`src/hw/ucd_pkg.sv`:
```
// Constants and types for the UART channel serial datapath
//
// Contract
// [RQ1] Bit-rate line; 16x logic unless external 1x
// [RQ2] Queued byte starts within two ticks
// [RQ3] Sixteen by eight FIFO, writes need enable
// [RQ4] Start, data LSB first, parity, stop bits
// [RQ5] Free-slot bid level is free count minus one
// [RQ6] Bid joins level, channel and type code
// [RQ7] Bid mode: not full, half, quarter, empty
// [RQ8] Eleven-bit entries, unused data bits zero
// [RQ9] Receiver idles after each stop bit
// [RQ10] 16x receiver validates levels, short stops
// [RQ11] Start valid if still low at count 7
// [RQ12] Sample mid-cell from the 16x counter
// [RQ13] Status formed, entry written in one step
// [RQ14] Break, framing, parity stored; overrun, change apart
// [RQ15] Break stored as zero, raises break change
// [RQ16] Framing error: nonzero character, low stop
// [RQ17] Far transmitter supplies 1x receive clock
// [RQ18] Idle line high, transmitter empty flag set
// [RQ19] Overrun flagged at overrunning start bit
package ucd_pkg;

  // ****************************************
  // Timing and field constants
  // ****************************************
  localparam logic [3:0] CELL_LAST = 4'hf;
  localparam logic [3:0] START_CHECK = 4'h7;
  localparam logic [2:0] DATA_MIN_LAST = 3'h4;
  localparam logic [1:0] LEN_MAX = 2'h3;
  localparam logic [7:0] DATA_ALL = 8'hff;
  // Arbitrary type code for the transmit source
  localparam logic [2:0] TX_BID_KIND = 3'h1;

  // Bid threshold modes
  localparam logic [1:0] BID_NOT_FULL = 2'h0;
  localparam logic [1:0] BID_HALF = 2'h1;
  localparam logic [1:0] BID_QUARTER = 2'h2;
  localparam logic [1:0] BID_EMPTY = 2'h3;

  // ****************************************
  // Types
  // ****************************************
  typedef enum logic [2:0] {
    ST_IDLE = 3'h0,
    ST_START = 3'h1,
    ST_DATA = 3'h2,
    ST_PAR = 3'h3,
    ST_STOP = 3'h4,
    ST_BRK = 3'h5
  } ucd_state_t;

  typedef struct packed {
    logic brk;
    logic frame;
    logic parity;
    logic [7:0] data;
  } ucd_rx_entry_t;

  typedef struct packed {
    logic valid;
    logic [1:0] chan;
    logic [2:0] kind;
    logic [3:0] level;
  } ucd_bid_t;

  typedef struct packed {
    logic [1:0] len;
    logic par_en;
    logic par_odd;
    logic two_stop;
  } ucd_frame_cfg_t;

endpackage

```
`src/hw/ucd_channel.sv`:
```
// UART channel serial datapath: transmit FIFO, serializer, receiver and receive FIFO
`timescale 1ns/1ps
module ucd_channel import ucd_pkg::*; #(
  parameter int DEPTH = 16
) (
  // Clock and reset
  input wire logic clock_i,
  input wire logic rst_i,
  // Baud ticks, one pulse per 16x or 1x clock
  input wire logic tx_tick_i,
  input wire logic rx_tick_i,
  // Configuration
  input wire ucd_frame_cfg_t frame_cfg_i,
  input wire logic tx_ext_clk_i,
  input wire logic tx_1x_i,
  input wire logic rx_ext_clk_i,
  input wire logic rx_1x_i,
  input wire logic [1:0] tx_bid_mode_i,
  input wire logic [1:0] channel_i,
  // Commands
  input wire logic tx_enable_i,
  input wire logic tx_reset_i,
  input wire logic rx_enable_i,
  input wire logic rx_reset_i,
  input wire logic overrun_clr_i,
  input wire logic brk_chg_clr_i,
  // Host data
  input wire logic wr_valid_i,
  input wire logic [7:0] wr_data_i,
  input wire logic rx_pop_i,
  // Serial lines
  input wire logic rxd_i,
  output logic txd_o,
  // Status and data out
  output logic tx_ready_o,
  output logic tx_empty_o,
  output logic rx_valid_o,
  output ucd_rx_entry_t rx_entry_o,
  output logic overrun_o,
  output logic brk_chg_o,
  output ucd_bid_t tx_bid_o
);

  // ****************************************
  // Shared helpers
  // ****************************************
  localparam int AW = $clog2(DEPTH);
  localparam logic [AW:0] FULL = (AW + 1)'(DEPTH);
  localparam logic [AW:0] HALF_FREE = (AW + 1)'(DEPTH / 2);
  localparam logic [AW:0] QUARTER_FREE = (AW + 1)'((DEPTH * 3) / 4);

  logic [7:0] len_mask;
  logic [2:0] last_bit;
  logic tx_1x;
  logic rx_1x;
  assign len_mask = DATA_ALL >> (LEN_MAX - frame_cfg_i.len);
  assign last_bit = DATA_MIN_LAST + {1'b0, frame_cfg_i.len};
  // 1x logic clocking only with an external clock selected
  assign tx_1x = tx_ext_clk_i & tx_1x_i; // RQ1
  assign rx_1x = rx_ext_clk_i & rx_1x_i; // RQ1

  // ****************************************
  // Transmit FIFO
  // ****************************************
  logic [7:0] tf_mem [DEPTH];
  logic [AW-1:0] tf_wp_reg;
  logic [AW-1:0] tf_rp_reg;
  logic [AW:0] tf_count_reg;
  logic [AW:0] tf_count_next;
  logic [AW:0] tf_free_next;
  logic tf_push;
  logic tf_pop;
  ucd_state_t tx_state_reg;

  // Disabled transmitter drops writes rather than queueing them
  assign tf_push = wr_valid_i & tx_enable_i & (tf_count_reg != FULL) & ~tx_reset_i; // RQ3
  assign tf_pop = tx_tick_i & (tx_state_reg == ST_IDLE) & (tf_count_reg != '0) & ~tx_reset_i;
  assign tf_count_next = tf_count_reg + {{AW{1'b0}}, tf_push} - {{AW{1'b0}}, tf_pop};
  assign tf_free_next = FULL - tf_count_next;

  // Storage needs no reset
  always_ff @(posedge clock_i) begin
    if (tf_push) begin
      tf_mem[tf_wp_reg] <= wr_data_i; // RQ3
    end
  end

  // Pointers and fill count, read in arrival order
  always_ff @(posedge clock_i or posedge rst_i) begin
    if (rst_i) begin
      tf_wp_reg <= '0;
      tf_rp_reg <= '0;
      tf_count_reg <= '0;
    end else if (tx_reset_i) begin
      tf_wp_reg <= '0;
      tf_rp_reg <= '0;
      tf_count_reg <= '0;
    end else begin
      tf_wp_reg <= tf_wp_reg + AW'(tf_push);
      tf_rp_reg <= tf_rp_reg + AW'(tf_pop); // RQ3
      tf_count_reg <= tf_count_next;
    end
  end

  // Bid and ready flags from the next fill level
  always_ff @(posedge clock_i or posedge rst_i) begin
    if (rst_i) begin
      tx_bid_o <= '0;
      tx_ready_o <= 1'b0;
    end else begin
      unique case (tx_bid_mode_i)
        BID_NOT_FULL: tx_bid_o.valid <= tf_free_next != '0; // RQ7
        BID_HALF: tx_bid_o.valid <= tf_free_next >= HALF_FREE; // RQ7
        BID_QUARTER: tx_bid_o.valid <= tf_free_next >= QUARTER_FREE; // RQ7
        BID_EMPTY: tx_bid_o.valid <= tf_free_next == FULL; // RQ7
      endcase
      tx_bid_o.chan <= channel_i; // RQ6
      tx_bid_o.kind <= TX_BID_KIND; // RQ6
      tx_bid_o.level <= 4'(tf_free_next - 1'b1); // RQ5
      tx_ready_o <= tx_enable_i & (tf_count_next != FULL) & ~tx_reset_i;
    end
  end

  // ****************************************
  // Transmit serializer
  // ****************************************
  logic [3:0] tx_cnt_reg;
  logic [2:0] tx_bit_reg;
  logic [7:0] tx_sh_reg;
  logic tx_par_reg;
  logic tx_cell_end;
  assign tx_cell_end = tx_1x | (tx_cnt_reg == CELL_LAST);

  // Idle is polled on every tick, so a queued byte starts within two ticks
  always_ff @(posedge clock_i or posedge rst_i) begin
    if (rst_i) begin
      tx_state_reg <= ST_IDLE;
      tx_cnt_reg <= '0;
      tx_bit_reg <= '0;
      tx_sh_reg <= '0;
      tx_par_reg <= 1'b0;
      txd_o <= 1'b1;
    end else if (tx_reset_i) begin
      tx_state_reg <= ST_IDLE;
      tx_cnt_reg <= '0;
      tx_bit_reg <= '0;
      txd_o <= 1'b1;
    end else if (tx_tick_i) begin
      if (tx_state_reg == ST_IDLE) begin
        txd_o <= 1'b1; // RQ18
        if (tf_pop) begin
          tx_sh_reg <= tf_mem[tf_rp_reg] & len_mask;
          tx_par_reg <= ^(tf_mem[tf_rp_reg] & len_mask) ^ frame_cfg_i.par_odd;
          txd_o <= 1'b0; // RQ2
          tx_state_reg <= ST_START;
          tx_cnt_reg <= '0;
        end
      end else if (!tx_cell_end) begin
        tx_cnt_reg <= tx_cnt_reg + 4'h1;
      end else begin
        tx_cnt_reg <= '0;
        unique case (tx_state_reg)
          ST_START: begin
            // Start bit ends after one full cell
            txd_o <= tx_sh_reg[0]; // RQ4
            tx_sh_reg <= tx_sh_reg >> 1;
            tx_bit_reg <= '0;
            tx_state_reg <= ST_DATA;
          end
          ST_DATA: begin
            if (tx_bit_reg == last_bit) begin
              txd_o <= frame_cfg_i.par_en ? tx_par_reg : 1'b1; // RQ4
              tx_state_reg <= frame_cfg_i.par_en ? ST_PAR : ST_STOP;
              tx_bit_reg <= '0;
            end else begin
              txd_o <= tx_sh_reg[0]; // RQ4
              tx_sh_reg <= tx_sh_reg >> 1;
              tx_bit_reg <= tx_bit_reg + 3'h1;
            end
          end
          ST_PAR: begin
            txd_o <= 1'b1;
            tx_state_reg <= ST_STOP;
          end
          ST_STOP: begin
            if (frame_cfg_i.two_stop && tx_bit_reg == '0) begin
              tx_bit_reg <= 3'h1; // RQ4
            end else begin
              tx_state_reg <= ST_IDLE;
            end
          end
          default: tx_state_reg <= ST_IDLE;
        endcase
      end
    end
  end

  // Empty flag: enabled, nothing queued, last stop bit finished
  always_ff @(posedge clock_i or posedge rst_i) begin
    if (rst_i) begin
      tx_empty_o <= 1'b0;
    end else begin
      tx_empty_o <= tx_enable_i & ~tx_reset_i & (tf_count_reg == '0) & (tx_state_reg == ST_IDLE); // RQ18
    end
  end

  // ****************************************
  // Receiver
  // ****************************************
  logic rx_s1_reg;
  logic rx_s2_reg;
  logic rx_prev_reg;
  ucd_state_t rx_state_reg;
  logic [3:0] rx_cnt_reg;
  logic [2:0] rx_bit_reg;
  logic [7:0] rx_sh_reg;
  logic rx_par_reg;
  logic rx_cell_end;
  logic rx_start_ok;
  logic [7:0] rx_data;
  logic rx_brk;
  ucd_rx_entry_t hold_reg;
  logic hold_v_reg;
  logic rf_push;
  logic [AW:0] rf_count_reg;

  // Line passes two flops before any logic looks at it
  always_ff @(posedge clock_i or posedge rst_i) begin
    if (rst_i) begin
      rx_s1_reg <= 1'b1;
      rx_s2_reg <= 1'b1;
    end else begin
      rx_s1_reg <= rxd_i;
      rx_s2_reg <= rx_s1_reg;
    end
  end

  assign rx_cell_end = rx_1x | (rx_cnt_reg == CELL_LAST);
  assign rx_start_ok = rx_tick_i & ~rx_reset_i & ~rx_s2_reg &
    (rx_1x ? (rx_state_reg == ST_IDLE) & rx_prev_reg & rx_enable_i
           : (rx_state_reg == ST_START) & (rx_cnt_reg == START_CHECK)); // RQ11
  // Data realigned for short characters, upper bits zero
  assign rx_data = rx_sh_reg >> (LEN_MAX - frame_cfg_i.len); // RQ8
  assign rx_brk = (rx_data == '0) & ~rx_s2_reg & ~(frame_cfg_i.par_en & rx_par_reg);

  // Previous line level at each tick, for edge search
  always_ff @(posedge clock_i or posedge rst_i) begin
    if (rst_i) begin
      rx_prev_reg <= 1'b1;
    end else if (rx_tick_i) begin
      rx_prev_reg <= rx_s2_reg;
    end
  end

  // Receive state machine; the 16x counter doubles as the bit clock
  always_ff @(posedge clock_i or posedge rst_i) begin
    if (rst_i) begin
      rx_state_reg <= ST_IDLE;
      rx_cnt_reg <= '0;
      rx_bit_reg <= '0;
      rx_sh_reg <= '0;
      rx_par_reg <= 1'b0;
    end else if (rx_reset_i) begin
      rx_state_reg <= ST_IDLE;
      rx_cnt_reg <= '0;
      rx_bit_reg <= '0;
    end else if (rx_tick_i) begin
      rx_cnt_reg <= rx_cell_end ? 4'h0 : rx_cnt_reg + 4'h1; // RQ12
      unique case (rx_state_reg)
        ST_IDLE: begin
          rx_cnt_reg <= '0; // RQ11
          rx_bit_reg <= '0;
          if (rx_start_ok) begin
            rx_state_reg <= ST_DATA;
          end else if (rx_enable_i && rx_prev_reg && !rx_s2_reg && !rx_1x) begin
            rx_state_reg <= ST_START; // RQ11
          end
        end
        ST_START: begin
          // A glitch that returns high is thrown away
          if (rx_s2_reg) begin
            rx_state_reg <= ST_IDLE; // RQ10
          end else if (rx_start_ok) begin
            rx_cnt_reg <= '0; // RQ12
            rx_state_reg <= ST_DATA;
          end
        end
        ST_DATA: begin
          if (rx_cell_end) begin
            rx_sh_reg <= {rx_s2_reg, rx_sh_reg[7:1]}; // RQ12
            rx_bit_reg <= rx_bit_reg + 3'h1;
            if (rx_bit_reg == last_bit) begin
              rx_state_reg <= frame_cfg_i.par_en ? ST_PAR : ST_STOP;
            end
          end
        end
        ST_PAR: begin
          if (rx_cell_end) begin
            rx_par_reg <= rx_s2_reg;
            rx_state_reg <= ST_STOP;
          end
        end
        ST_STOP: begin
          // Stop sampled at mid-cell, so a 9/16 stop still passes
          if (rx_cell_end) begin
            rx_sh_reg <= '0;
            rx_bit_reg <= '0;
            rx_state_reg <= rx_brk ? ST_BRK : ST_IDLE; // RQ9 RQ10
          end
        end
        ST_BRK: begin
          // Break ends after two high samples in a row
          if (rx_cell_end) begin
            rx_bit_reg <= rx_s2_reg ? 3'h1 : 3'h0;
            if (rx_s2_reg && rx_bit_reg[0]) begin
              rx_state_reg <= ST_IDLE;
            end
          end
        end
        default: rx_state_reg <= ST_IDLE;
      endcase
    end
  end

  // Completed character with its status, moved as one word
  always_ff @(posedge clock_i or posedge rst_i) begin
    if (rst_i) begin
      hold_reg <= '0;
      hold_v_reg <= 1'b0;
    end else if (rx_reset_i) begin
      hold_v_reg <= 1'b0;
    end else if (rx_tick_i && rx_state_reg == ST_STOP && rx_cell_end) begin
      // Overwrites a stranded character when the FIFO stays full
      hold_reg.data <= rx_brk ? 8'h00 : rx_data; // RQ13 RQ15
      hold_reg.brk <= rx_brk; // RQ14
      hold_reg.frame <= ~rx_s2_reg & ~rx_brk & (rx_data != '0); // RQ16
      hold_reg.parity <= frame_cfg_i.par_en & ~rx_brk &
        (rx_par_reg != (^rx_data ^ frame_cfg_i.par_odd)); // RQ14
      hold_v_reg <= 1'b1;
    end else if (rf_push) begin
      hold_v_reg <= 1'b0;
    end
  end

  // Overrun and break change: a set wins over a clear
  always_ff @(posedge clock_i or posedge rst_i) begin
    if (rst_i) begin
      overrun_o <= 1'b0;
      brk_chg_o <= 1'b0;
    end else begin
      if (rx_start_ok && hold_v_reg && rf_count_reg == FULL) begin
        overrun_o <= 1'b1; // RQ19
      end else if (overrun_clr_i || rx_reset_i) begin
        overrun_o <= 1'b0;
      end
      if (rx_tick_i && rx_cell_end && !rx_reset_i &&
          ((rx_state_reg == ST_STOP && rx_brk) || (rx_state_reg == ST_BRK && rx_s2_reg && rx_bit_reg[0]))) begin
        brk_chg_o <= 1'b1; // RQ15
      end else if (brk_chg_clr_i) begin
        brk_chg_o <= 1'b0;
      end
    end
  end

  // ****************************************
  // Receive FIFO
  // ****************************************
  ucd_rx_entry_t rf_mem [DEPTH];
  logic [AW-1:0] rf_wp_reg;
  logic [AW-1:0] rf_rp_reg;
  logic [AW-1:0] rf_rp_next;
  logic [AW:0] rf_count_next;
  logic rf_pop;
  assign rf_push = hold_v_reg & (rf_count_reg != FULL) & ~rx_reset_i; // RQ13
  assign rf_pop = rx_pop_i & rx_valid_o & ~rx_reset_i;
  assign rf_rp_next = rf_rp_reg + AW'(rf_pop);
  assign rf_count_next = rf_count_reg + {{AW{1'b0}}, rf_push} - {{AW{1'b0}}, rf_pop};

  always_ff @(posedge clock_i) begin
    if (rf_push) begin
      rf_mem[rf_wp_reg] <= hold_reg; // RQ8
    end
  end

  // Head word registered, with bypass for a write into an empty FIFO
  always_ff @(posedge clock_i or posedge rst_i) begin
    if (rst_i) begin
      rf_wp_reg <= '0;
      rf_rp_reg <= '0;
      rf_count_reg <= '0;
      rx_valid_o <= 1'b0;
      rx_entry_o <= '0;
    end else if (rx_reset_i) begin
      rf_wp_reg <= '0;
      rf_rp_reg <= '0;
      rf_count_reg <= '0;
      rx_valid_o <= 1'b0;
    end else begin
      rf_wp_reg <= rf_wp_reg + AW'(rf_push);
      rf_rp_reg <= rf_rp_next;
      rf_count_reg <= rf_count_next;
      rx_valid_o <= rf_count_next != '0;
      rx_entry_o <= (rf_push && rf_wp_reg == rf_rp_next) ? hold_reg : rf_mem[rf_rp_next];
    end
  end
endmodule

```
`config.mk`:
```
export PLATFORM = sky130hd
export DESIGN_NAME = ucd_channel
export DESIGN_NICKNAME = d
export VERILOG_FILES = /design/src/hw/ucd_pkg.sv /design/src/hw/ucd_channel.sv
export SDC_FILE = /design/constraint.sdc
export NUM_CORES = 1
export LEC_CHECK = 0
export BUFFER_PORTS_ARGS = -buffer_cell sky130_fd_sc_hd__clkbuf_2
export CAP_MARGIN = 20
export CORE_MARGIN = 10
export CORE_UTILIZATION = 59
export DETAILED_ROUTE_END_ITERATION = 12
export PLACE_DENSITY = 0.75
export SLEW_MARGIN = 20
export SYNTH_ARGS = -nofsm -noshare
export SYNTH_HDL_FRONTEND = slang
export SYNTH_SLANG_ARGS = --single-unit
```
`constraint.sdc`:
```
create_clock -name clock_i -period 3.97 [get_ports clock_i]
set_clock_uncertainty 0.05 [all_clocks]
set_input_delay 0.397 -clock clock_i [delete_from_list [all_inputs] [get_ports clock_i]]
set_output_delay 0.397 -clock clock_i [all_outputs]
set_load 0.02 [all_outputs]
```
Word level (Yosys, flattened, before mapping):

Memories as Yosys holds them, arrays and structs flattened. A register that Yosys moved wholly into a read port is not among the register bits.
Cells that the tools add are included.

* add/subtract/negate cells: 16
* magnitude comparators: 2
* equal/unequal tests: 40
* shift-type cells: 2
* mux-type cells: 85
* bitwise operators: 40
* reductions and logical operators: 57

Operator list (count)
* two-way mux 3 bit: 32
* two-way mux 4 bit: 14
* two-way mux 8 bit: 7
* one-hot mux 8 bit (2 select lines): 2
* AND 1 bit: 30
* inequality test 3 bit, second input constant: 9
* nonzero test 5 bit: 5
* one-hot mux 3 bit (4 select lines): 2
* two-way mux 1 bit: 21
* AND reduction 5 bit: 4
* one-hot mux 3 bit (6 select lines): 1
* adder 4 x 1 -> 4 bit: 4
* parity 8 bit: 2
* logical AND 1 bit: 15
* inequality test 5 bit, second input constant: 3
* nonzero test 2 bit: 7
* == test 3 x 2 -> 1 bit, second input constant: 4
* inequality test 4 bit, second input constant: 3
* adder 5 x 1 -> 5 bit: 2
* == test 5 bit, second input constant: 2
* greater-or-equal comparator 5 x 4 -> 1 bit, second input constant: 2
* two-way mux 5 bit: 2
* subtractor 5 x 1 -> 5 bit: 2
* == test 3 bit, second input constant: 3
* other kinds (39): 64

* register bits after elaboration: 93
* RAM bits: 304
* input port bits: 34
* output and inout port bits: 27
* memories: 2

Memories
* rf_mem: depth 16, bits a word 11, rd ports 1, clocked after memory_dff 1, write ports 1, line ucd_channel.sv:368 `ucd_rx_entry_t rf_mem [DEPTH];`
* tf_mem: depth 16, bits a word 8, rd ports 1, clocked after memory_dff 0, write ports 1, line ucd_channel.sv:65 `logic [7:0] tf_mem [DEPTH];`

Logic depth before layout (Yosys ltp):

Gate-level depths: netlist of the first run.

* word-level depth: 10
* gate-level depth with buffers: 17

Worst setup path after synthesis of the first run:

No wires, ideal clock.

* kind: input -> register
* start: in rx_reset_i
* end: reg, netlist name rx_entry_o[10]
* setup time: 0.132 ns
* arrival: 3.266 ns
* data required time: 3.788 ns
* slack: 0.522 ns
* cell stages on the path: 10
* cells stage by stage: clkbuf_1 -> buf_1 -> nor2_1 -> ha_1 -> clkbuf_1 -> buf_2 -> mux4_2 -> mux4_2 -> mux2i_1 -> o21ai_1

* word-level cells in the longest chain between the ends: 3
* elaborated cells on any way between the ends: 4
* those cells by class: add/sub (1); bitwise (2); reduce/logical (1)

RTL lines
* from (decl): line ucd_channel.sv:24 `input wire logic rx_reset_i,`
* NOT 1 bit (no line)
* AND 1 bit: line ucd_channel.sv:375 `assign rf_pop = rx_pop_i & rx_valid_o & ~rx_reset_i;`
* adder 4 x 1 -> 4 bit: line ucd_channel.sv:376 `assign rf_rp_next = rf_rp_reg + AW'(rf_pop);`

Parallel ways exist; a longest one is shown, timed or not.
A chain may end at the register's enable or synchronous reset.

Worst setup path in the final report of the first run:

* start: reg tx_state_reg[2]
* end: reg tx_bid_o[9] in the netlist's numbering

* word-level cells in the longest chain between the ends: 8
* elaborated cells on any way between the ends: 11
* those cells by class: add/sub (2); order compare (2); eq/ne (1); mux (1); bitwise (3); reduce/logical (2)

RTL lines
* from (decl): line ucd_channel.sv:73 `ucd_state_t tx_state_reg;`
* from (signal assigned): line ucd_channel.sv:173 `tx_state_reg <= frame_cfg_i.par_en ? ST_PAR : ST_STOP;`
* zero test 3 bit *: line ucd_channel.sv:77 `assign tf_pop = tx_tick_i & (tx_state_reg == ST_IDLE) & (tf_count_reg != '0) & ~tx_reset_i;`
* AND 1 bit * (3 in a row): line ucd_channel.sv:77
* subtractor 5 x 1 -> 5 bit *: line ucd_channel.sv:78 `assign tf_count_next = tf_count_reg + {{AW{1'b0}}, tf_push} - {{AW{1'b0}}, tf_pop};`
* subtractor 5 bit *: line ucd_channel.sv:79 `assign tf_free_next = FULL - tf_count_next;`
* greater-or-equal comparator 5 x 4 -> 1 bit, or another cell as far along: line ucd_channel.sv:114 `BID_QUARTER: tx_bid_o.valid <= tf_free_next >= QUARTER_FREE;`
* one-hot mux 1 bit (4 select lines) *: line ucd_channel.sv:111 `unique case (tx_bid_mode_i)`
* to (decl): line ucd_channel.sv:41 `output ucd_bid_t tx_bid_o`

Every way passes the cells marked *; elsewhere a longest branch is shown, timed or not.

==> impl_metrics.yaml, run 1 <==
power:
  p_switching_mw: 3.00
  power_frac_comb_pct: 19.3
  seqPwrFrac_pct: 46.8
  switching_share_pct: 26.9
  pwr-share-clk_pct: 33.9
  power_leakage_nw: 7.20
  power_density_mw_per_mm2: 572
  p_int_mw: 8.18
  vdd_drop_max_mv: 0.615
  total_power_mw: 11.2
die:
  start_util_pct: 60.0
  dieArea_mm2: 0.0365
  core_area_mm2: 0.0288
  chipWidth_um: 191
  ios: 61
  num_rows: 62
  die_y_um: 191
grt:
  grt_pass1_wl_um: 54800
  grt_pass1_vias: 9650
  grt_util_all_layers_pct: 19.3
  grt_max_degree: 62
  overflow: 0
  antenna_found_initial: 0
place:
  hpwl_um: 22300
  pre_cts_slack_ns: 0.515
  placed_area_mm2: 0.0182
  globalplace.congestion: 0.830
  io_buffer_count: 58
clock_network:
  htreeDepth: 2
  clk_latency_ns: 0.54
  cts_tree: "done"
  post_cts_buffers: 0
  numCtsBuffers: 41
  clock_sinks: 408
  clockRootBuffer: "clkbuf_16"
  clk_pin_slew_ns: 0.06
  clock_path_buffers: 3
synth:
  async_flop_share_pct: 25.5
  synth_area_mm2: 0.0173
  yosysTopAreaCellShare_pct: 52.8
  synthCells: 1090
  yosysSeqAreaShare_pct: 67.9
  ys_warn_count: 0
  synth_cell_types: 62
  synth_compound_area_share_pct: 4.17
  yosys.area_share.simple_pct: 7.55
  synth_area_leaders: "edfxtp_1 53%, dfrtp_1 14%, mux4_2 11%"
  synth_largest_area_cell: "edfxtp_1"
  ys_seq_elements: 408
  syn_avg_cell_area_um2: 15.8
  ys.flop_type: "edfxtp_1"
  synth_edf_count: 304
  muxShareOfSynthArea_pct: 13.4
  synth-xor-area-share_pct: 2.19
  synthAdderAreaFrac_pct: 2.55
  synth_top_family_by_area: "multiplexers"
routing:
  wl_per_cell_um: 22.0
  drc: 0
  num_vias: 9660
  routed_via_density: 6.05
  firstDrtPassIters: 7
  dr.first_iter.drc_count: 957
  postRouteWirelength_um: 35200
  final_antenna_net_count: 0
sta:
  fin_setup_tns_ns: 0
  finalSetupViolCount: 0
  post-route-period-util_pct: 88.0
  rsz0062_at_grt: "false"
  hold_violations: 0
  fmaxAchievable_ghz: 0.286
  period_needed_ns: 3.49
  hold_ws_ns: 0.0345
  drv_slew: 0
  finalWorstSetupSlack_ns: 0.475
  tightest_slew_ns: 1.01
  max_slew_margin_pct: 32.6
cells_and_area:
  nNetsFinal: 1248
  top_regs: "rf_mem x176, tf_mem x128"
  fill_cells: 1880
  drive_gt1_share_pct: 22.1
  syn_to_final_growth_pct: 13.3
  largest_reg_flops: 176
  final_cell_area_mm2: 0.0196
  antenna_cells: 0
  largest-register: "rf_mem"
run:
  maxCapViolCount: 0
setup_path:
  timing.reg2reg.setup_slack_ns: 0.48
  startpoint: "tx_state_reg[2]$_DFFE_PP0P_"
  path_class: "flip-flop to flip-flop"
  worstReg2RegEnd: "tx_bid_o[9]$_DFF_PP0_"
  cp_cell_sequence: "nor2_1 > nand2_1 > nor4_1 > ha_1 > inv_1 > ha_1 > inv_1 > fa_1 > xor2_1 > nand3_1 > xnor2_1 > o211ai_1 > nand2_1 > nand2_1"
  crit_slowest_cell: "dfrtp_1"
  cp.arrival_ns: 3.86
  cp-endpoint: "tx_bid_o[9]$_DFF_PP0_"
  reg2reg_from: "tx_state_reg[2]$_DFFE_PP0P_"
  worstSetupEndpointType: "flip-flop"
  critPathMaxStageDelay_ns: 0.51
  start_kind: "flip-flop"
  crit_top_cell: "nand2_1"
  reg2reg_depth: 14
  crit_required_ns: 4.33
  cp_max_fo: 12
worst_hold_path:
  hold_path_class: "primary input to flip-flop"
  hold_depth: 2
status:
  status: "finished, final reports clean"
## synth_stat cells (5+ instances only)
| master | n |
|---|---|
| edfxtp_1 | 304 |
| dfrtp_1 | 100 |
| mux4_2 | 86 |
| nand2_1 | 85 |
| nor2_1 | 78 |
| o21ai_0 | 44 |
| clkbuf_1 | 37 |
| nand3_1 | 37 |
| ha_1 | 32 |
| inv_1 | 31 |
| mux2i_1 | 27 |
| xnor2_1 | 25 |
| nor2b_1 | 21 |
| o21ai_1 | 18 |
| nor3_1 | 17 |
| xor2_1 | 13 |
| nand2b_1 | 12 |
| o31ai_1 | 12 |
| a21oi_1 | 9 |
| buf_2 | 8 |
| a22oi_1 | 5 |
| a31oi_1 | 5 |
| nand4_1 | 5 |
| or3_1 | 5 |
## layout make-up
| cell class | instances | area (um2) | area share (%) |
|---|---|---|---|
| Sequential cell | 408 | 11700 | 60.0 |
| Timing Repair Buffer | 101 | 661 | 3.38 |
| Clock inverter | 22 | 253 | 1.29 |
| Tap cell | 384 | 480 | 2.46 |
| Multi-Input combinational cell | 596 | 5220 | 26.7 |
| Clock buffer | 53 | 1090 | 5.58 |
| Inverter | 32 | 123 | 0.627 |
## placed cells by master (no fill, tap or decap), types with 5 or more instances in the layout
master     count
clkinv_2      10
xor2_1        13
mux2i_1       27
o21ai_1       18
ha_1          30
nor3_1        12
clkbuf_2      58
nor2_1        78
inv_1         30
or3_1          5
o21ai_0       44
dfrtp_1       99
buf_4         36
a31oi_1        5
mux4_2        86
nand2_1       85
edfxtp_1     304
a21oi_1        9
a22oi_1        5
nand4_1        5
clkbuf_1      10
clkbuf_16     41
nor3_2         5
nor2b_1       21
nand3_1       37
nand2b_1      12
xnor2_1       24
o31ai_1       12
## critical path: cells and delay by family, from the launching register on
kind                       cells  cell delay, ns
xor gates and xnor gates       2            0.69
and+or+nand+nor                6            1.04
AOI/OAI and AO/OA              1            0.15
adders and majority gates      3            0.84
buffers and inverters          2            0.12
DFF                            1            0.51
## per-stage QoR
stage / std cells / util, %
detailed placement: 1517 / 63.2
finish: 1596 / 68.0
global route: 1596 / 68.0
CTS: 1596 / 68.0
global placement: 1517 / 63.2
floorplan: 1091 / -
## cells by family (layout without fill, tap and decap cells)
logic type,Yosys count,after routing
flip-flops,408,408
AO/OA/AOI/OAI,119,119
multiplexers,120,120
buffers and inverters,87,208
XOR/XNOR,40,40
adder cells (fa/ha/maj),34,34
AND/OR/NAND/NOR,280,280
other,2,3
## worst min-delay path by stage
stage                             to  slack [ns]                 from
5_1_grt        brk_chg_o$_DFFE_PP0P_       0.008        brk_chg_clr_i
2_1_floorplan    rx_s2_reg$_DFF_PP1_        0.30  rx_s1_reg$_DFF_PP1_
6_report       brk_chg_o$_DFFE_PP0P_        0.03        brk_chg_clr_i
4_1_cts        brk_chg_o$_DFFE_PP0P_        0.02        brk_chg_clr_i
3_3_place_gp     rx_s2_reg$_DFF_PP1_        0.30  rx_s1_reg$_DFF_PP1_
3_5_place_dp     rx_s2_reg$_DFF_PP1_        0.30  rx_s1_reg$_DFF_PP1_
## power groups by stage
stage / logic (mW) / clock network [mW] / registers (mW)
floorplan: 1.63 / 0 / 5.25
global placement: 2.10 / 0 / 5.30
detailed placement: 2.15 / 0 / 5.31
CTS: 2.18 / 3.85 / 5.23
global route: 2.39 / 4.03 / 5.27
finish: 2.16 / 3.79 / 5.23
## timing repair
item                      in CTS  in global routing
hold endpoints to repair      12                  0
resized for setup              0                  0
hold buffers                   4                  0
## metal layers
layer | up-vias | track usage [%] | share of wire [%]
met5 | - | 0 | 0
met4 | 0 | 3.73 | 1.2
met3 | 41 | 3.33 | 7.0
met2 | 340 | 30.9 | 49
met1 | 4956 | 27.8 | 43
li1 | 4323 | - | -
No activity file was read; power rests on OpenSTA's default activity.
==> run 2, diff against run 1 <==
--- a/config.mk
+++ b/config.mk
@@ -5,12 +5,12 @@
 export SDC_FILE = /design/constraint.sdc
 export NUM_CORES = 1
 export LEC_CHECK = 0
-export BUFFER_PORTS_ARGS = -buffer_cell sky130_fd_sc_hd__clkbuf_2
 export CAP_MARGIN = 20
 export CORE_MARGIN = 10
 export CORE_UTILIZATION = 59
 export DETAILED_ROUTE_END_ITERATION = 12
-export PLACE_DENSITY = 0.75
+export DONT_BUFFER_PORTS = 1
+export PLACE_DENSITY = 0.74
 export SLEW_MARGIN = 20
 export SYNTH_ARGS = -nofsm -noshare
 export SYNTH_HDL_FRONTEND = slang
==> constraint.sdc (replaced) <==
create_clock -name clock_i -period 3.97 [get_ports clock_i]
set_clock_uncertainty 0.05 [all_clocks]
set_input_delay 0.9925 -clock clock_i [delete_from_list [all_inputs] [get_ports clock_i]]
set_output_delay 0.9925 -clock clock_i [all_outputs]
set_load 0.02 [all_outputs]
==> impl_metrics.yaml, run 2 (synthesis gave the netlist of run 1 again) <==
clock_network:
  numCtsBuffers: 42
  clock_path_buffers: 3
  clk_pin_slew_ns: 0.06
  hold_buffers: 0
  post_cts_buffers: 0
  clockRootBuffer: "clkbuf_16"
  cts_tree: "done"
  htreeDepth: 2
  clk_latency_ns: 0.54
  cts_resized: 0
  clock_sinks: 408
die:
  core_area_mm2: 0.0288
  ios: 61
  start_util_pct: 60.0
  die_y_um: 191
  num_rows: 62
  dieArea_mm2: 0.0365
  chipWidth_um: 191
worst_hold_path:
  hp-start: "rx_s1_reg$_DFF_PP1_"
  hold_path_class: "flip-flop to flip-flop"
place:
  io_buffer_count: 0
  hpwl_um: 22700
  globalplace.congestion: 0.809
setup_path:
  reg2reg_from: "tx_state_reg[2]$_DFFE_PP0P_"
  cp.arrival_ns: 3.95
  startpoint: "tx_state_reg[2]$_DFFE_PP0P_"
  worstSetupEndpointType: "flip-flop"
  start_kind: "flip-flop"
  path_class: "flip-flop to flip-flop"
  cp_max_fo: 12
  crit_required_ns: 4.33
sta:
  hold_violations: 0
  period_needed_ns: 3.59
  fin_setup_tns_ns: 0
  max_slew_margin_pct: 34.7
  post-route-period-util_pct: 90.4
  tightest_slew_ns: 0.975
  finalSetupViolCount: 0
  fmaxAchievable_ghz: 0.279
  drv_slew: 0
  rsz0062_at_grt: "false"
power:
  total_power_mw: 11.0
  power_density_mw_per_mm2: 570
  vdd_drop_max_mv: 0.660
  power_leakage_nw: 6.94
cells_and_area:
  layout_commonest_cell: "edfxtp_1"
  syn_to_final_growth_pct: 11.4
  top_regs: "rf_mem x176, tf_mem x128"
  largest_reg_flops: 176
  most-common-layout-cells: "304 x edfxtp_1, 99 x dfrtp_1, 86 x mux4_2, 85 x nand2_1, 78 x nor2_1"
  largest-register: "rf_mem"
  antenna_cells: 0
  nNetsFinal: 1191
  drive_gt1_share_pct: 18.0
grt:
  antenna_found_initial: 0
  grt_util_all_layers_pct: 19.9
  grt_pass1_vias: 9508
  grt_pass1_wl_um: 55800
  grt_max_degree: 54
  overflow: 0
routing:
  num_vias: 9518
  wl_per_cell_um: 23.2
  dr.first_iter.drc_count: 987
  routed_via_density: 6.19
  final_antenna_net_count: 0
  firstDrtPassIters: 5
  drc: 0
  postRouteWirelength_um: 35700
run:
  maxCapViolCount: 0
status:
  status: "finished, final reports clean"
[run 2: cell count changes in the layout (fill, tap and decap cells not counted), sizes merged]
cell and delta:
buf +4, bufinv -2, clkbuf -54, clkinv -3, clkinvlp +1, dlygate4sd3 -4
[run 2: worst max-delay path: stages (launching register included)]
cell      delay [ns]
dfrtp_1         0.51
nor2_1          0.31
nand2_1         0.12
nor4_1          0.39
ha_1            0.32
inv_1           0.06
ha_1            0.16
inv_1           0.06
fa_1            0.39
xor2_1          0.37
nand3_1         0.15
xnor2_1         0.28
o211ai_1        0.15
nand2_1         0.08
nand2_1         0.05
[run 2: layer usage]
layer	part of all wire, %	track usage (%)
met5	0	0
met2	48	31.1
met4	2.9	6.85
met1	42	27.4
met3	7.6	4.32
[run 2: worst paths after layout]
check                      cells past startpoint                        end  slack (ns)
setup / recovery                              14      tx_bid_o[9]$_DFF_PP0_        0.38
hold / removal                                 0        rx_s2_reg$_DFF_PP1_        0.31
setup reg to reg                              14      tx_bid_o[9]$_DFF_PP0_        0.38
hold reg to reg                                0        rx_s2_reg$_DFF_PP1_        0.31
max in group asynchronous                      2  tx_cnt_reg[0]$_DFFE_PP0P_        2.71
min in group asynchronous                      1      tx_bid_o[8]$_DFF_PP0_        0.39
[run 2: report_power, final]
group          leakage, nW  switching (mW)  internal, mW
logic                 2.18           0.947         0.976
registers             4.13           0.403          4.93
clock network        0.633            1.56          2.17
total                 6.94            2.91          8.07
[run 2: area by class of cell]
cell class | count | area, um2
tap | 384 | 480
inverter | 32 | 123
multi-input combinational | 596 | 5220
timing repair buffer | 43 | 373
sequential | 408 | 11700
fill | 1895 | 9530
clock buffer | 57 | 1150
clock inverter | 18 | 165
[run 2: metrics by stage]
stage	worst slack, ns	hold WS [ns]	util [%]	instances	instance area, um2
floorplan	0.0340	0.295	-	1091	17300
global placement	0.219	0.299	62.3	1463	17900
detailed placement	0.0847	0.300	62.3	1463	17900
CTS	0.378	0.310	66.9	1538	19200
global route	0.00796	0.313	66.9	1538	19200
finish	0.381	0.307	66.9	1538	19200
==> run 3, diff against run 2 <==
==> constraint.sdc (replaced) <==
create_clock -name clock_i -period 4.2 [get_ports clock_i]
set_clock_uncertainty 0.05 [all_clocks]
set_input_delay 1.05 -clock clock_i [delete_from_list [all_inputs] [get_ports clock_i]]
set_output_delay 1.05 -clock clock_i [all_outputs]
set_load 0.005 [all_outputs]
==> impl_metrics.yaml, run 3 (synthesis gave the netlist of run 1 again) <==
sta:
  period_needed_ns: 3.33
  post-route-period-util_pct: 79.3
  rsz0062_at_grt: "false"
  fin_setup_tns_ns: 0
  drv_slew: 0
  fmaxAchievable_ghz: 0.300
  hold_violations: 0
  tightest_slew_ns: 1.03
  max_slew_margin_pct: 31.1
  finalSetupViolCount: 0
die:
  core_area_mm2: 0.0288
  num_rows: 62
  chipWidth_um: 191
  ios: 61
  die_y_um: 191
  start_util_pct: 60.0
  dieArea_mm2: 0.0365
cells_and_area:
  syn_to_final_growth_pct: 11.3
  top_regs: "rf_mem x176, tf_mem x128"
  layout_commonest_cell: "edfxtp_1"
  nNetsFinal: 1186
  largest_reg_flops: 176
  largest-register: "rf_mem"
  most-common-layout-cells: "304 x edfxtp_1, 99 x dfrtp_1, 86 x mux4_2, 85 x nand2_1, 78 x nor2_1"
  antenna_cells: 0
  final_cells: 1534
  drive_gt1_share_pct: 18.2
worst_hold_path:
  hold_path_class: "flip-flop to flip-flop"
routing:
  routed.top_layer: "met4"
  firstDrtPassIters: 5
  dr_wl_met2_um: 16900
  wl_per_cell_um: 22.7
  dr.first_iter.drc_count: 787
  drc: 0
  final_antenna_net_count: 0
  met1_length_um: 14800
  postRouteWirelength_um: 34800
  num_vias: 9361
  wl_met3_um: 2490
  routed_via_density: 6.10
setup_path:
  crit_slowest_cell: "fa_1"
  critPathMaxStageDelay_ns: 0.51
  start_kind: "flip-flop"
  crit_family: "adder cells"
  cp_cell_sequence: "nor2_1 > nand2_1 > nor4_1 > ha_1 > inv_1 > ha_1 > inv_1 > fa_1 > ha_1 > xnor2_1 > o21ai_0 > a22oi_1 > nand2_1"
  path_class: "flip-flop to flip-flop"
  cp_num_buf_inv: 2
  crit_top_cell: "ha_1"
  cp_max_fo: 12
  cp.arrival_ns: 3.69
  crit_required_ns: 4.56
  worstSetupEndpointType: "flip-flop"
grt:
  grt_pass1_vias: 9427
  overflow: 0
  antenna_found_initial: 0
  grt_pass1_wl_um: 54900
  grt_max_degree: 57
  grt_util_all_layers_pct: 19.5
clock_network:
  clk_pin_slew_ns: 0.06
  numCtsBuffers: 41
  clock_sinks: 408
  hold_buffers: 0
  clock_path_buffers: 3
  clk_latency_ns: 0.53
  post_cts_buffers: 0
  htreeDepth: 2
  cts_resized: 0
  cts_tree: "done"
  clockRootBuffer: "clkbuf_16"
run:
  maxCapViolCount: 0
place:
  dp_cells: 1459
  hpwl_um: 22000
  io_buffer_count: 0
  globalplace.congestion: 0.802
power:
  power_leakage_nw: 6.95
  vdd_drop_max_mv: 0.533
  power_density_mw_per_mm2: 540
status:
  status: "finished, final reports clean"
==> run 3: report_power, final <==
part           total [mW]  internal, mW  switching, mW
sequential           4.97          4.66          0.312
clock                3.59          2.13           1.46
combinational        1.82         0.927          0.893
total                10.4          7.71           2.67
==> run 3: per-stage QoR <==
| stage | setup WS, ns | hold WS, ns | power [mW] | utilization, % | cell area (um2) |
|---|---|---|---|---|---|
| 4_1_cts | 0.860 | 0.307 | 10.5 | 66.8 | 19200 |
| 2_1_floorplan | 0.0985 | 0.295 | 6.43 | - | 17300 |
| 3_5_place_dp | 0.416 | 0.299 | 6.88 | 62.2 | 17900 |
| 5_1_grt | 0.468 | 0.309 | 10.9 | 66.8 | 19200 |
| 6_report | 0.869 | 0.305 | 10.4 | 66.8 | 19200 |
| 3_3_place_gp | 0.485 | 0.297 | 6.83 | 62.2 | 17900 |
==> run 3: path summary, 6_finish.rpt <==
| kind | to | slack, ns | start | depth (start not counted) |
|---|---|---|---|---|
| max in group asynchronous | rx_s1_reg$_DFF_PP1_ | 2.76 | rst_i | 2 |
| worst max register to register | tx_bid_o[9]$_DFF_PP0_ | 0.87 | tx_state_reg[2]$_DFFE_PP0P_ | 13 |
| worst min register to register | rx_s2_reg$_DFF_PP1_ | 0.31 | rx_s1_reg$_DFF_PP1_ | 0 |
| min in group asynchronous | rx_entry_o[4]$_DFFE_PP0N_ | 0.49 | rst_i | 1 |
| worst max-delay path | tx_bid_o[9]$_DFF_PP0_ | 0.87 | tx_state_reg[2]$_DFFE_PP0P_ | 13 |
| worst min-delay path | rx_s2_reg$_DFF_PP1_ | 0.31 | rx_s1_reg$_DFF_PP1_ | 0 |
==> run 3: routing by layer <==
metal | track usage [%] | vias up
met3 | 4.43 | 45
met5 | 0 | -
met2 | 31.2 | 325
li1 | - | 4204
met4 | 4.66 | 0
met1 | 26.8 | 4787
==> run 3: area by class of cell <==
class | count | area (um2)
clock buffers | 56 | 1130
clock inverters | 19 | 201
fillers | 1899 | 9560
inverters | 32 | 123
multi-input cells | 596 | 5220
flip-flops and latches | 408 | 11700
well taps | 384 | 480
repair buffers | 39 | 330
